File: src/inc/safifo_params.svh
`ifndef SAFIFO_PARAMS_SVH
`define SAFIFO_PARAMS_SVH
// storage depth in words
`define SAFIFO_DEPTH 64
// pointer width, one extra bit for wrap
`define SAFIFO_PTR_W 7
// almost-boundary limits: below low or above high
`define SAFIFO_ALMOST_LO 9
`define SAFIFO_ALMOST_HI 55
// half-level threshold: more than this many words
`define SAFIFO_HALF_TH 31
// default data width
`define SAFIFO_DATA_W 9
`endif

File: src/inc/safifo_pkg.sv
package safifo_pkg;
  // status flags travelling together
  typedef struct packed {
    logic empty_n;
    logic full_n;
    logic almost_boundary;
    logic half_level;
  } safifo_flags_t;
endpackage

File: src/safifo_top.sv
`timescale 1ns/1ps
`include "safifo_params.svh"
// Behaviour
// - load strobe rising edge stores word
// - unload strobe rising edge advances output word
// - output enable high drives outputs
// - reset clears pointers, forces empty
// - empty released by load, set by unload/reset
// - unload ignored while empty
// - full set by load, released by unload/reset
// - load ignored while full
// - almost flag below nine or above 55
// - half flag above 31 words
// - data width 8 or 9 bits
// - storage holds 64 words
// - first word appears without unload
// - strobes independent, possibly asynchronous
module safifo_top
  import safifo_pkg::*;
#(
  parameter int DATA_W = `SAFIFO_DATA_W
)
(
  // clock and reset
  input wire logic I_CLK,
  input wire logic I_RSTN,
  // strobes and output enable, asynchronous pins
  input wire logic I_LOAD_STROBE,
  input wire logic I_UNLOAD_STROBE,
  input wire logic I_OUT_DRIVE_EN,
  // write data
  input wire logic [DATA_W-1:0] I_WRITE_DATA_IN,
  // read data, two signals of a tri-state pin
  output logic [DATA_W-1:0] O_READ_DATA_OUT,
  output logic O_READ_DATA_OE_N,
  // status flags
  output logic O_EMPTY_N,
  output logic O_FULL_N,
  output logic O_ALMOST_BOUNDARY_FLAG,
  output logic O_HALF_LEVEL_FLAG
);

  localparam int DEPTH = `SAFIFO_DEPTH;
  localparam int PW = `SAFIFO_PTR_W;
  localparam logic [PW-1:0] DEPTH_C = PW'(`SAFIFO_DEPTH);
  localparam logic [PW-1:0] ALO_C = PW'(`SAFIFO_ALMOST_LO);
  localparam logic [PW-1:0] AHI_C = PW'(`SAFIFO_ALMOST_HI);
  localparam logic [PW-1:0] HALF_C = PW'(`SAFIFO_HALF_TH);

  // strobe and enable synchroniser chains
  logic [2:0] ld_sync_r;
  logic [2:0] un_sync_r;
  logic [1:0] oe_sync_r;
  // write data pipeline and storage
  logic [DATA_W-1:0] wd_s1_r;
  logic [DATA_W-1:0] wd_s2_r;
  logic [DATA_W-1:0] mem_r [0:DEPTH-1];
  // pointers carry one wrap bit above the address
  logic [PW-1:0] wr_ptr_r;
  logic [PW-1:0] rd_ptr_r;
  logic [PW-1:0] count;
  // strobe edges and accepted strobe events, one clock wide
  logic ld_edge;
  logic un_edge;
  logic do_wr;
  logic do_rd;
  logic [PW-1:0] cnt_nxt;
  // address of the word behind the head, wraps over the depth
  logic [PW-2:0] rd_next_idx;
  // next flag values, one set for all four outputs
  safifo_flags_t flags_nxt;

  // load strobe chain, cleared to the idle low level
  // so that no false edge follows reset
  always_ff @(posedge I_CLK)
  begin
    if (!I_RSTN)
      ld_sync_r <= 3'h0;
    else
      ld_sync_r <= {ld_sync_r[1:0], I_LOAD_STROBE};
  end

  // unload strobe chain, independent of the load chain
  always_ff @(posedge I_CLK)
  begin
    if (!I_RSTN)
      un_sync_r <= 3'h0;
    else
      un_sync_r <= {un_sync_r[1:0], I_UNLOAD_STROBE};
  end

  // output enable chain, two clocks of latency
  always_ff @(posedge I_CLK)
  begin
    if (!I_RSTN)
      oe_sync_r <= 2'h0;
    else
      oe_sync_r <= {oe_sync_r[0], I_OUT_DRIVE_EN};
  end

  // data pins synchronised alongside the strobe, same depth
  always_ff @(posedge I_CLK)
  begin
    wd_s1_r <= I_WRITE_DATA_IN;
    wd_s2_r <= wd_s1_r;
  end

  // rising edges seen after the second stage
  assign ld_edge = ld_sync_r[1] & ~ld_sync_r[2];
  assign un_edge = un_sync_r[1] & ~un_sync_r[2];
  assign count = wr_ptr_r - rd_ptr_r;
  assign do_wr = ld_edge && (count != DEPTH_C);
  assign do_rd = un_edge && (count != '0);

  // refused strobes are dropped, never held for later
  // next head address, slice keeps the index inside the depth
  assign rd_next_idx = rd_ptr_r[PW-2:0] + (PW-1)'(1);

  // memory write on accepted load
  always_ff @(posedge I_CLK)
  begin
    if (do_wr)
      mem_r[wr_ptr_r[PW-2:0]] <= wd_s2_r;
  end

  // write pointer, wraps through the extra bit
  always_ff @(posedge I_CLK)
  begin
    if (!I_RSTN)
      wr_ptr_r <= '0;
    else if (do_wr)
      wr_ptr_r <= wr_ptr_r + PW'(1);
  end

  // read pointer, moves only on accepted unloads
  always_ff @(posedge I_CLK)
  begin
    if (!I_RSTN)
      rd_ptr_r <= '0;
    else if (do_rd)
      rd_ptr_r <= rd_ptr_r + PW'(1);
  end

  // next count and flags from accepted strobes
  // both accepted strobes in one clock leave the count unchanged
  // count is taken from pointers of one clock, so no
  // word crosses between strobe domains here
  always_comb
  begin
    cnt_nxt = count;
    if (do_wr && !do_rd)
      cnt_nxt = count + PW'(1);
    else if (do_rd && !do_wr)
      cnt_nxt = count - PW'(1);
    flags_nxt.empty_n = (cnt_nxt != '0);
    flags_nxt.full_n = (cnt_nxt != DEPTH_C);
    flags_nxt.almost_boundary = (cnt_nxt < ALO_C) || (cnt_nxt > AHI_C);
    flags_nxt.half_level = (cnt_nxt > HALF_C);
  end

  // empty flag, low after reset or the last unload
  always_ff @(posedge I_CLK)
  begin
    if (!I_RSTN)
      O_EMPTY_N <= 1'b0;
    else
      O_EMPTY_N <= flags_nxt.empty_n;
  end

  // full flag, low only after the 64th load
  always_ff @(posedge I_CLK)
  begin
    if (!I_RSTN)
      O_FULL_N <= 1'b1;
    else
      O_FULL_N <= flags_nxt.full_n;
  end

  // almost-boundary flag, high in the empty state
  always_ff @(posedge I_CLK)
  begin
    if (!I_RSTN)
      O_ALMOST_BOUNDARY_FLAG <= 1'b1;
    else
      O_ALMOST_BOUNDARY_FLAG <= flags_nxt.almost_boundary;
  end

  // half-level flag, low in the empty state
  always_ff @(posedge I_CLK)
  begin
    if (!I_RSTN)
      O_HALF_LEVEL_FLAG <= 1'b0;
    else
      O_HALF_LEVEL_FLAG <= flags_nxt.half_level;
  end

  // head word shown directly, first load falls through
  // empty after this clock: last word is simply kept
  // one word left with load and unload together: new word is head
  always_ff @(posedge I_CLK)
  begin
    if (!I_RSTN)
      O_READ_DATA_OUT <= '0;
    else if (cnt_nxt == '0)
      O_READ_DATA_OUT <= O_READ_DATA_OUT;
    else if (count == '0 || (do_rd && cnt_nxt == PW'(1) && do_wr))
      O_READ_DATA_OUT <= wd_s2_r;
    else if (do_rd)
      O_READ_DATA_OUT <= mem_r[rd_next_idx];
  end

  // output drive, enable low while driving
  // released during reset so the pins float until enabled
  always_ff @(posedge I_CLK)
  begin
    if (!I_RSTN)
      O_READ_DATA_OE_N <= 1'b1;
    else
      O_READ_DATA_OE_N <= ~oe_sync_r[1];
  end

endmodule // safifo_top

File: config.mk
export PLATFORM = sky130hd
export DESIGN_NAME = safifo_top
export DESIGN_NICKNAME = d
export VERILOG_FILES = /design/src/inc/safifo_pkg.sv /design/src/safifo_top.sv
export VERILOG_INCLUDE_DIRS = /design/src /design/src/inc
export SDC_FILE = /design/constraint.sdc
export NUM_CORES = 1
export LEC_CHECK = 0
export BUFFER_PORTS_ARGS = -buffer_cell sky130_fd_sc_hd__buf_2
export CAP_MARGIN = 10
export CORE_MARGIN = 1.5
export CORE_UTILIZATION = 55
export CTS_CLUSTER_DIAMETER = 50
export DETAILED_ROUTE_END_ITERATION = 8
export GPL_ROUTABILITY_DRIVEN = 0
export PLACE_DENSITY_LB_ADDON = 0.3
export SETUP_SLACK_MARGIN = 0.5
export SLEW_MARGIN = 20
export SYNTH_ARGS = -nofsm -noshare
export SYNTH_HDL_FRONTEND = slang
export SYNTH_SLANG_ARGS = --single-unit
File: constraint.sdc
create_clock -name I_CLK -period 5.2 [get_ports I_CLK]
set_input_delay 1.56 -clock I_CLK [delete_from_list [all_inputs] [get_ports I_CLK]]
set_output_delay 1.56 -clock I_CLK [all_outputs]
set_load 0.02 [all_outputs]
==> results of run 1 <==
-- final timing paths --
| kind | end | slack, ns | cells after the start |
|---|---|---|---|
| setup reg to reg | mem_r[53][7] | 0.53 | 12 |
| setup / recovery | mem_r[53][7] | 0.53 | 12 |
| hold / removal | wd_s2_r[4] | 0.33 | 0 |
| hold reg to reg | wd_s2_r[4] | 0.33 | 0 |
-- logic make-up (layout without fill, tap and decap cells) --
family                     count (synthesis)  after routing  share of synthesized area (%)
adders and majority gates                 12             12                          0.635
xor gates and xnor gates                  24             24                          0.877
DFF                                      630            630                           74.1
muxes                                    202            202                           17.7
AOI/OAI and AO/OA                         73             73                           2.08
buffers and inverters                     72            203                           1.16
and+or+nand+nor                          179            179                           3.50
-- per-layer routing --
layer / share of wire (%) / global-route usage (%) / vias to the layer above / wire length (um)
li1: - / - / 5109 / -
met1: 41 / 34.7 / 6365 / 22000
met2: 49 / 37.9 / 487 / 26000
met3: 7.4 / 3.88 / 92 / 3930
met4: 2.6 / 7.34 / 0 / 1400
met5: 0 / 0 / - / 0
-- power by group through the flow --
stage | logic, mW | registers [mW] | clock network (mW)
4_1_cts | 0.893 | 5.63 | 4.38
2_1_floorplan | 0.541 | 5.79 | 0
3_3_place_gp | 0.873 | 5.73 | 0
5_1_grt | 0.956 | 5.63 | 4.57
6_report | 0.895 | 5.63 | 4.31
3_5_place_dp | 0.888 | 5.73 | 0
-- flip-flops by register name, indices dropped and copies added, names as in the netlist --
signal,count
O_HALF_LEVEL_FLAG,1
O_EMPTY_N,1
mem_r,576
un_sync_r,3
O_READ_DATA_OUT,9
wd_s1_r,9
O_READ_DATA_OE_N,1
wr_ptr_r,7
O_FULL_N,1
rd_ptr_r,7
ld_sync_r,3
O_ALMOST_BOUNDARY_FLAG,1
wd_s2_r,9
oe_sync_r,2
-- worst reg2reg max path: cells and delay by family (launching register included) --
kind | cells | cell delay (ns)
simple gates | 5 | 2.37
buf+inv | 3 | 0.40
compound gates | 2 | 0.50
fa+ha+maj | 2 | 0.64
flops | 1 | 0.38
-- synthesized netlist by cell type, types with 10 or more instances --
cell / n / area share (%)
and2_1: 10 / 0.25
or3_1: 11 / 0.28
nand4_1: 10 / 0.25
mux2i_1: 12 / 0.48
mux4_2: 189 / 17
nor2_1: 84 / 1.3
a21oi_1: 21 / 0.42
buf_1: 13 / 0.20
ha_1: 11 / 0.55
inv_1: 12 / 0.18
xnor2_1: 15 / 0.53
nand2_1: 19 / 0.29
nand3_1: 15 / 0.30
edfxtp_1: 576 / 70
o21ai_0: 14 / 0.28
clkbuf_1: 37 / 0.56
dfxtp_1: 54 / 4.4
-- placed cells by master, fill, tap and decap left out, drive strengths merged, types with 3 or more instances in the layout --
cell / Yosys / final
buf: 23 / 80
nand4b: 3 / 3
and2: 10 / 10
nor3: 3 / 3
nor2: 85 / 85
or3: 11 / 11
o21ai: 16 / 16
nand3b: 6 / 6
a211oi: 7 / 7
nand2: 19 / 19
a21oi: 22 / 22
clkinv: 0 / 16
xnor2: 16 / 16
o211ai: 3 / 3
nand4: 10 / 10
nand3: 15 / 15
clkinvlp: 0 / 7
nand2b: 4 / 4
ha: 11 / 11
xor2: 8 / 8
dfxtp: 54 / 54
bufinv: 0 / 6
a211o: 3 / 3
a21o: 4 / 4
nor4: 4 / 4
inv: 12 / 15
edfxtp: 576 / 576
clkbuf: 37 / 79
mux2i: 12 / 12
mux4: 189 / 189
a32oi: 3 / 3
-- final cells by class --
cell class,count,share of cell area (%)
Inverter,12,0.161
Clock buffer,79,5.74
Multi-Input combinational cell,490,22.3
Tap cell,592,2.65
Sequential cell,630,65.9
Timing Repair Buffer,80,2.04
Clock inverter,32,1.25
==> impl_metrics.csv, run 1 <==
group,metric,value,unit
outcome,status,"complete, no violations",
sta,hold_viol_final,0,
final_layout,n_antenna_cell,0,
pwr,power_frac_comb,8.3,%
setup_path,start_kind,"flip-flop",
clock_network,cts_num_sinks,630,
clock_network,cts_tree,"built",
clock_network,ctsResizeCount,0,
synthesis,syn_area_per_cell,20.8,um^2
placed_design,dp_cells,1804,
pwr,switching_share,22.3,%
pwr,power,10.8,mW
final_layout,seq_area,0.0184,mm^2
final_layout,final_area,0.0279,mm^2
pwr,power_density,388,mW/mm^2
sta,fin_ws,0.534,ns
clock_network,clkTransAtPathRegs,0.06,ns
sta,period_minus_slack,4.67,ns
final_layout,nFillCells,2988,
setup_path,path_cells,"inv_1 -> ha_1 -> inv_1 -> fa_1 -> a211o_1 -> nand4_1 -> nand3_1 -> or2_2 -> a21oi_1 -> buf_4 -> nand4b_1 -> nor2_1",
clock_network,cts_buffers,59,
synthesis,syn_area,0.0248,mm^2
min_path,hp-class,"flip-flop to flip-flop",
synthesis,synth_edf_count,576,
synthesis,synth-seq-area-share,74.1,%
setup_path,cp-end-kind,"flip-flop",
setup_path,critical_path_arrival,4.90,ns
sta,fin_crit_sh,89.7,%
drt,drc_errors,0,
die,rows,77,
global_route,grt_max_degree,109,
setup_path,path_buf_inv,3,
drt,via_count,12100,
drt,drt-pass1-iter-count,5,
die,die_y,215,um
synthesis,yosysUniqueCellTypes,59,
drt,wl_per_cell,27.9,um
run,maxCapViolations,0,
pwr,power_switching,2.42,mW
drt,first_iter_violations,1440,
setup_path,slowest_stage,"nor2_1",
clock_network,cts_setup_buffers,0,
synthesis,async_flop_share,0,%
sta,finClkSkew,0.0156,ns
drt,routed_wirelength,53.3,mm
setup_path,crit_start,"wr_ptr_r[0]",
global_route,track_usage,23.9,%
final_layout,syn2layout_area_growth,12.5,%
setup_path,critPathTopFamily,"simple AND/OR/NAND/NOR gates",
setup_path,crit_type,"flip-flop to flip-flop",
global_route,grt-ovfl-total,0,
die,die_w,215,um
clock_network,cts_hold_buf,0,
sta,tightest_slew,1.08,ns
global_route,antenna_found_initial,0,
sta,fin_tns_setup,0,ns
setup_path,cp_slowest_stage_delay,0.95,ns
setup_path,reg2reg_from,"wr_ptr_r[0]",
final_layout,nets,1299,
clock_network,cts-htree-levels,2,
die,ios,28,
final_layout,drive_gt1_share,29.7,%
final_layout,multi_input_area,0.00622,mm^2
synthesis,syn_nets,1218,
synthesis,ys_ff_latch,630,
pwr,power.static_leakage,8.62,nW
placed_design,hpwl,31.3,mm
placed_design,pre_cts_slack,0.628,ns
clock_network,cts_buffer_depth,3,
pwr,clkPwrFrac,39.8,%
sta,fmax,214,MHz
sta,slew_headroom,28.1,%
global_route,grt_pass1_wl,80.6,mm
setup_path,cp.required,5.44,ns
die,dieArea,0.0464,mm^2
die,start_util,55.9,%
pwr,internal_power,8.42,mW
setup_path,cp_max_fo,11,
clock_network,cts-root-buf,"clkbuf_16",
drt,ant_nets,0,
final_layout,post-route-util,62.9,%
placed_design,portBuffers,27,
synthesis,ys_warn_count,0,
synthesis,ys.flop_type,"edfxtp_1",
synthesis,synthCells,1192,
die,design.core.area,0.0444,mm^2
setup_path,crit_top_cell,"inv_1",
final_layout,final_cells,1915,
sta,setup_viol,0,
sta,grt_setup_unrepaired,"true",
min_path,min-delay-start,"wd_s1_r[4]",
sta,hold-worst-slack,0.326,ns
global_route,grt_pass1_vias,12200,
pwr,ir_drop,0.000295,V
pwr,seqPwrFrac,52.0,%
clock_network,clkLatencyLatePin,0.62,ns
placed_design,place_area,0.0259,mm^2
sta,finalMaxSlewViolations,0,
drt,viasPerCell,6.29,
Power figures use the tool's default switching activity.
==> run 2: changes to the inputs <==
Settings changed: ABC_AREA from default to 1.
==> run 2 against run 1 <==
Compared with the run above: wire length rose by 12%; final area grew 1.3%; maximum frequency grew 5.9%; clock power decreased by 1%; die area rose by 2.8%; synthesized area is 2.9% higher; non-clock buffer count is 9 lower; utilization decreased by 0.81 points; flip-flop and latch count stayed put; hold slack got worse by 0.00099 ns.
==> impl_metrics.csv, run 2 <==
group,metric,value,unit
placed_design,pre_cts_slack,0.757,ns
drt,routed_wirelength,59.6,mm
final_layout,largest_reg_flops,576,
synthesis,yosysUniqueCellTypes,37,
outcome,status,"complete, no violations",
drt,ant_nets,0,
synthesis,synth_most_common_cell,"edfxtp_1",
drt,first_iter_violations,1993,
pwr,power_frac_comb,9.7,%
min_path,hp-class,"flip-flop to flip-flop",
final_layout,layout_common_cells,"edfxtp_1 (576), nor2_1 (365), o21ai_0 (177)",
synthesis,ys.flop_type,"edfxtp_1",
final_layout,n_antenna_cell,0,
synthesis,synth_xor_area_share,0.172,%
synthesis,ys_warn_count,0,
final_layout,nFillCells,3323,
sta,finClkSkew,0.0211,ns
synthesis,synth_common_cells,"edfxtp_1 (576), nor2_1 (365), o21ai_0 (177)",
synthesis,synthAdderAreaFrac,0.618,%
clock_network,cts-htree-levels,2,
placed_design,hpwl,34.6,mm
synthesis,ys_top_cells_by_area,"edfxtp_1 (68%), nor2_1 (5.4%), dfxtp_1 (4.2%), mux2i_1 (3.5%), o21ai_0 (3.5%)",
synthesis,synth_edf_count,576,
setup_path,crit_top_cell,"inv_1",
placed_design,portBuffers,27,
final_layout,seq_area,0.0184,mm^2
sta,hold_viol_final,0,
global_route,grt_pass1_wl,91.0,mm
placed_design,place_area,0.0263,mm^2
sta,fin_crit_sh,84.7,%
final_layout,syn2layout_area_growth,10.8,%
global_route,grt-ovfl-total,0,
global_route,antenna_found_initial,1,
pwr,power_density,385,mW/mm^2
synthesis,ys_ff_latch,630,
drt,drt-pass1-iter-count,6,
setup_path,crit_type,"flip-flop to flip-flop",
clock_network,cts_tree,"built",
die,start_util,56.0,%
global_route,grt_pass1_vias,15600,
synthesis,synth-simple-area-share,10.5,%
global_route,track_usage,25.3,%
setup_path,critPathTopFamily,"simple AND/OR/NAND/NOR gates",
synthesis,synthCells,1946,
die,design.core.area,0.0456,mm^2
setup_path,cp.required,5.44,ns
die,ios,28,
setup_path,start_kind,"flip-flop",
clock_network,cts-root-buf,"clkbuf_16",
clock_network,cts_num_sinks,630,
pwr,ir_drop,0.000299,V
synthesis,synth_top_family_by_area,"simple AND/OR/NAND/NOR gates",
run,maxCapViolations,0,
synthesis,syn_nets,1972,
sta,tightest_slew,1.01,ns
sta,finalMaxSlewViolations,0,
synthesis,synth_compound_area_share,10.2,%
synthesis,yosysTopAreaCell,"edfxtp_1",
drt,drc_errors,0,
synthesis,async_flop_share,0,%
setup_path,path_buf_inv,4,
sta,grt_setup_unrepaired,"false",
final_layout,multi_input_area,0.00643,mm^2
sta,hold-worst-slack,0.325,ns
pwr,internal_power,8.30,mW
clock_network,ctsResizeCount,0,
synthesis,yosysTopAreaCellShare,67.8,%
final_layout,nets,1986,
sta,period_minus_slack,4.41,ns
pwr,seqPwrFrac,51.3,%
final_layout,post-route-util,62.1,%
clock_network,clkLatencyLatePin,0.63,ns
die,dieArea,0.0477,mm^2
placed_design,dp_cells,2496,
die,die_w,218,um
synthesis,synth-seq-area-share,72.0,%
synthesis,syn_area,0.0255,mm^2
die,rows,78,
global_route,grt_max_degree,124,
drt,via_count,16200,
sta,fin_tns_setup,0,ns
final_layout,final_area,0.0283,mm^2
setup_path,crit_start,"rd_ptr_r[0]",
pwr,power_switching,2.60,mW
sta,fin_ws,0.795,ns
synthesis,syn_area_per_cell,13.1,um^2
setup_path,cp_max_fo,39,
pwr,power.static_leakage,9.19,nW
setup_path,cp-end-kind,"flip-flop",
final_layout,final_cells,2612,
setup_path,cp_slowest_stage_delay,0.73,ns
sta,setup_viol,0,
pwr,clkPwrFrac,39.0,%
pwr,switching_share,23.8,%
sta,slew_headroom,32.7,%
pwr,power,10.9,mW
min_path,min-delay-start,"wd_s1_r[3]",
final_layout,drive_gt1_share,10.1,%
clock_network,cts_buffers,60,
die,die_y,218,um
setup_path,reg2reg_from,"rd_ptr_r[0]",
synthesis,synthMuxAreaShare,3.53,%
setup_path,critical_path_arrival,4.64,ns
clock_network,clkTransAtPathRegs,0.06,ns
drt,wl_per_cell,22.8,um
final_layout,final_common_cell,"edfxtp_1",
setup_path,slowest_stage,"nor2_1",
clock_network,cts_buffer_depth,3,
setup_path,path_cells,"ha_1 -> inv_1 -> fa_1 -> inv_1 -> ha_1 -> inv_1 -> nor2_2 -> nand2_1 -> nor2_1 -> nor2_2 -> nand2_1 -> inv_1 -> nand2_1 -> nor2_1",
drt,viasPerCell,6.19,
sta,fmax,227,MHz
==> run 2: changes by cell type in the layout (fill, tap and decap cells not counted), moves of 78 or more <==
cell / previous run / this run
nor2_1: 76 / 365
mux4_2: 189 / 0
o221ai_1: 0 / 90
nand3_1: 15 / 98
o21ai_0: 14 / 177
mux2i_1: 12 / 90
nand2_1: 19 / 122
==> run 2: worst paths after layout <==
check | slack (ns) | depth (start not counted) | end
setup / recovery | 0.79 | 14 | mem_r[31][3]
setup reg to reg | 0.79 | 14 | mem_r[31][3]
hold / removal | 0.33 | 0 | wd_s2_r[3]
hold reg to reg | 0.33 | 0 | wd_s2_r[3]
==> run 2: cell type report <==
type,count,share of cell area (%)
clock buffer,83,5.83
clock inverter,31,0.973
multi-input combinational,1128,22.7
inverter,69,0.933
timing repair buffer,71,1.87
sequential,630,65.0
tap,600,2.65
==> run 2: per-layer routing <==
metal / up-vias / global-route usage [%] / wire length, um
li1: 7308 / - / -
met1: 7947 / 35.0 / 23900
met2: 790 / 40.6 / 28300
met3: 131 / 3.72 / 5300
met4: 2 / 10.3 / 2060
met5: - / 0 / 9
==> run 2: repair_timing <==
| item | in CTS | in global routing |
|---|---|---|
| hold endpoints to repair | 0 | 0 |
| setup buffers | 0 | 2 |
| hold buffers | 0 | 0 |
| endpoints found under the setup margin | 0 | 36 |
==> run 2: cells by family (layout without fill, tap and decap cells) <==
group / count (synthesis) / in the layout
xor gates and xnor gates: 5 / 5
AOI/OAI and AO/OA: 386 / 386
and+or+nand+nor: 635 / 635
DFF: 630 / 630
buffers and inverters: 188 / 254
adders and majority gates: 12 / 12
muxes: 90 / 90
==> run 2: power by group through the flow <==
stage	Sequential, mW	Clock [mW]	Combinational, mW
final	5.59	4.25	1.06
after global routing	5.59	4.48	1.15
after CTS	5.59	4.29	1.05
after detailed placement	5.70	0	1.04
after global placement	5.70	0	1.02
after floorplan	5.75	0	0.678
==> run 3: changes to the inputs <==
Clock period 5.2 ns to 3.9 ns, I/O delays scaled along.
==> run 3 against run 2 <==
Compared with the run above: clock-buffer cell count up 2; register-to-register slack got worse by 0.17 ns; final area grew 3.2%.
==> impl_metrics.csv, run 3 (synthesis results as in run 2) <==
group,metric,value,unit
sta,fmax,305,MHz
outcome,status,"complete, no violations",
final_layout,final_common_cell,"edfxtp_1",
placed_design,hpwl,37.0,mm
setup_path,crit_top_cell,"nand2_1",
drt,routed_wirelength,63.4,mm
placed_design,dp_cells,2563,
die,dieArea,0.0477,mm^2
clock_network,cts_buffers,66,
setup_path,cp_max_fo,9,
final_layout,largest_reg_flops,576,
drt,first_iter_violations,1953,
sta,period_minus_slack,3.28,ns
pwr,power.static_leakage,9.69,nW
sta,fin_ws,0.622,ns
drt,ant_nets,0,
setup_path,cp_slowest_stage_delay,0.35,ns
clock_network,cts-root-buf,"clkbuf_16",
setup_path,cp-end-kind,"flip-flop",
die,design.core.area,0.0456,mm^2
final_layout,syn2layout_area_growth,14.3,%
drt,drc_errors,0,
setup_path,crit_start,"wr_ptr_r[0]",
setup_path,slowest_stage,"fa_2",
die,start_util,56.0,%
die,ios,28,
min_path,hp-class,"flip-flop to flip-flop",
sta,fin_tns_setup,0,ns
final_layout,nFillCells,3276,
final_layout,n_antenna_cell,0,
final_layout,drive_gt1_share,14.9,%
setup_path,start_kind,"flip-flop",
clock_network,cts_tree,"built",
sta,setup_viol,0,
pwr,power_density,513,mW/mm^2
drt,wl_per_cell,23.5,um
sta,grt_setup_unrepaired,"true",
drt,viasPerCell,6.19,
final_layout,final_cells,2701,
global_route,grt_max_degree,130,
setup_path,critical_path_arrival,3.80,ns
clock_network,cts_num_sinks,630,
setup_path,cp.required,4.42,ns
pwr,ir_drop,0.000541,V
setup_path,ff2ff_path_depth,25,
setup_path,path_buf_inv,4,
sta,finalMaxSlewViolations,0,
global_route,grt-ovfl-total,0,
placed_design,portBuffers,27,
setup_path,reg2reg_from,"wr_ptr_r[0]",
setup_path,crit_type,"flip-flop to flip-flop",
clock_network,clkTransAtPathRegs,0.06,ns
setup_path,r2r-end,"O_READ_DATA_OUT[3]",
global_route,track_usage,26.7,%
setup_path,critPathTopFamily,"simple AND/OR/NAND/NOR gates",
drt,route.met2.wl,30.0,mm
die,die_w,218,um
min_path,holdPathStages,0,
setup_path,endpoint,"O_READ_DATA_OUT[3]",
drt,via_count,16700,
clock_network,cts-htree-levels,3,
placed_design,pre_cts_slack,0.294,ns
final_layout,layout_common_cells,"edfxtp_1 (576), nor2_1 (358), o21ai_0 (177)",
sta,finClkSkew,0.0188,ns
die,die_y,218,um
global_route,antenna_found_initial,1,
final_layout,nets,2074,
sta,tightest_slew,1.05,ns
global_route,grt_pass1_vias,15900,
drt,wl_met3,5.50,mm
sta,fin_crit_sh,84.0,%
die,rows,78,
clock_network,clkLatencyLatePin,0.59,ns
run,maxCapViolations,0,
clock_network,cts_buffer_depth,3,
sta,slew_headroom,30.3,%
setup_path,rrSetupSlack,0.62,ns
drt,drt-pass1-iter-count,6,
sta,hold_viol_final,0,
drt,wl_met1,25.3,mm
global_route,grt_pass1_wl,95.7,mm
drt,highest_layer,"met5",
setup_path,cp.depth,25,
## run 3: layout make-up
| cell class | instances | area (um^2) | area share (%) |
|---|---|---|---|
| flip-flops and latches | 630 | 18400 | 63.0 |
| repair buffers | 151 | 1200 | 4.10 |
| clock inverters | 36 | 268 | 0.917 |
| multi-input cells | 1130 | 6540 | 22.4 |
| inverters | 69 | 269 | 0.922 |
| well taps | 600 | 751 | 2.57 |
| clock buffers | 85 | 1760 | 6.04 |
## run 3: worst min path at each step
stage                          start         end
after floorplan           wd_s1_r[0]  wd_s2_r[0]
after global placement    wd_s1_r[5]  wd_s2_r[5]
after detailed placement  wd_s1_r[0]  wd_s2_r[0]
after CTS                 wd_s1_r[3]  wd_s2_r[3]
after global routing      wd_s1_r[5]  wd_s2_r[5]
final                     wd_s1_r[3]  wd_s2_r[3]
## run 3: stage by stage
stage / total power [mW] / area [um^2] / hold WS, ns / util, %
3_3_place_gp: 9.04 / 26900 / 0.314 / 59.0
4_1_cts: 15.0 / 29000 / 0.324 / 63.6
6_report: 15.0 / 29200 / 0.323 / 64.0
2_1_floorplan: 8.57 / 25500 / 0.310 / -
3_5_place_dp: 9.07 / 26900 / 0.312 / 59.0
5_1_grt: 15.4 / 29200 / 0.329 / 64.0
## run 3: where the power goes
group / internal, mW / total, mW / switching, mW / leakage [nW]
combinational: 0.485 / 1.54 / 1.05 / 3.08
sequential: 7.42 / 7.52 / 0.0990 / 5.62
clock: 3.36 / 5.92 / 2.56 / 0.983
total: 11.3 / 15.0 / 3.71 / 9.69
## run 3: layer usage
layer	global-route usage (%)	vias to the layer above
met1	37.1	8165
met2	42.2	890
met3	4.09	166
met4	11.7	2
li1	-	7494
met5	0	-
## run 3: timing repair
item / CTS / global route
resized for setup: 14 / 19
pin swaps: 3 / 14
hold endpoints to repair: 0 / 0
endpoints found under the setup margin: 145 / 228
buffers inserted: 1 / 13
hold buffers: 0 / 0
gates cloned: 1 / 2
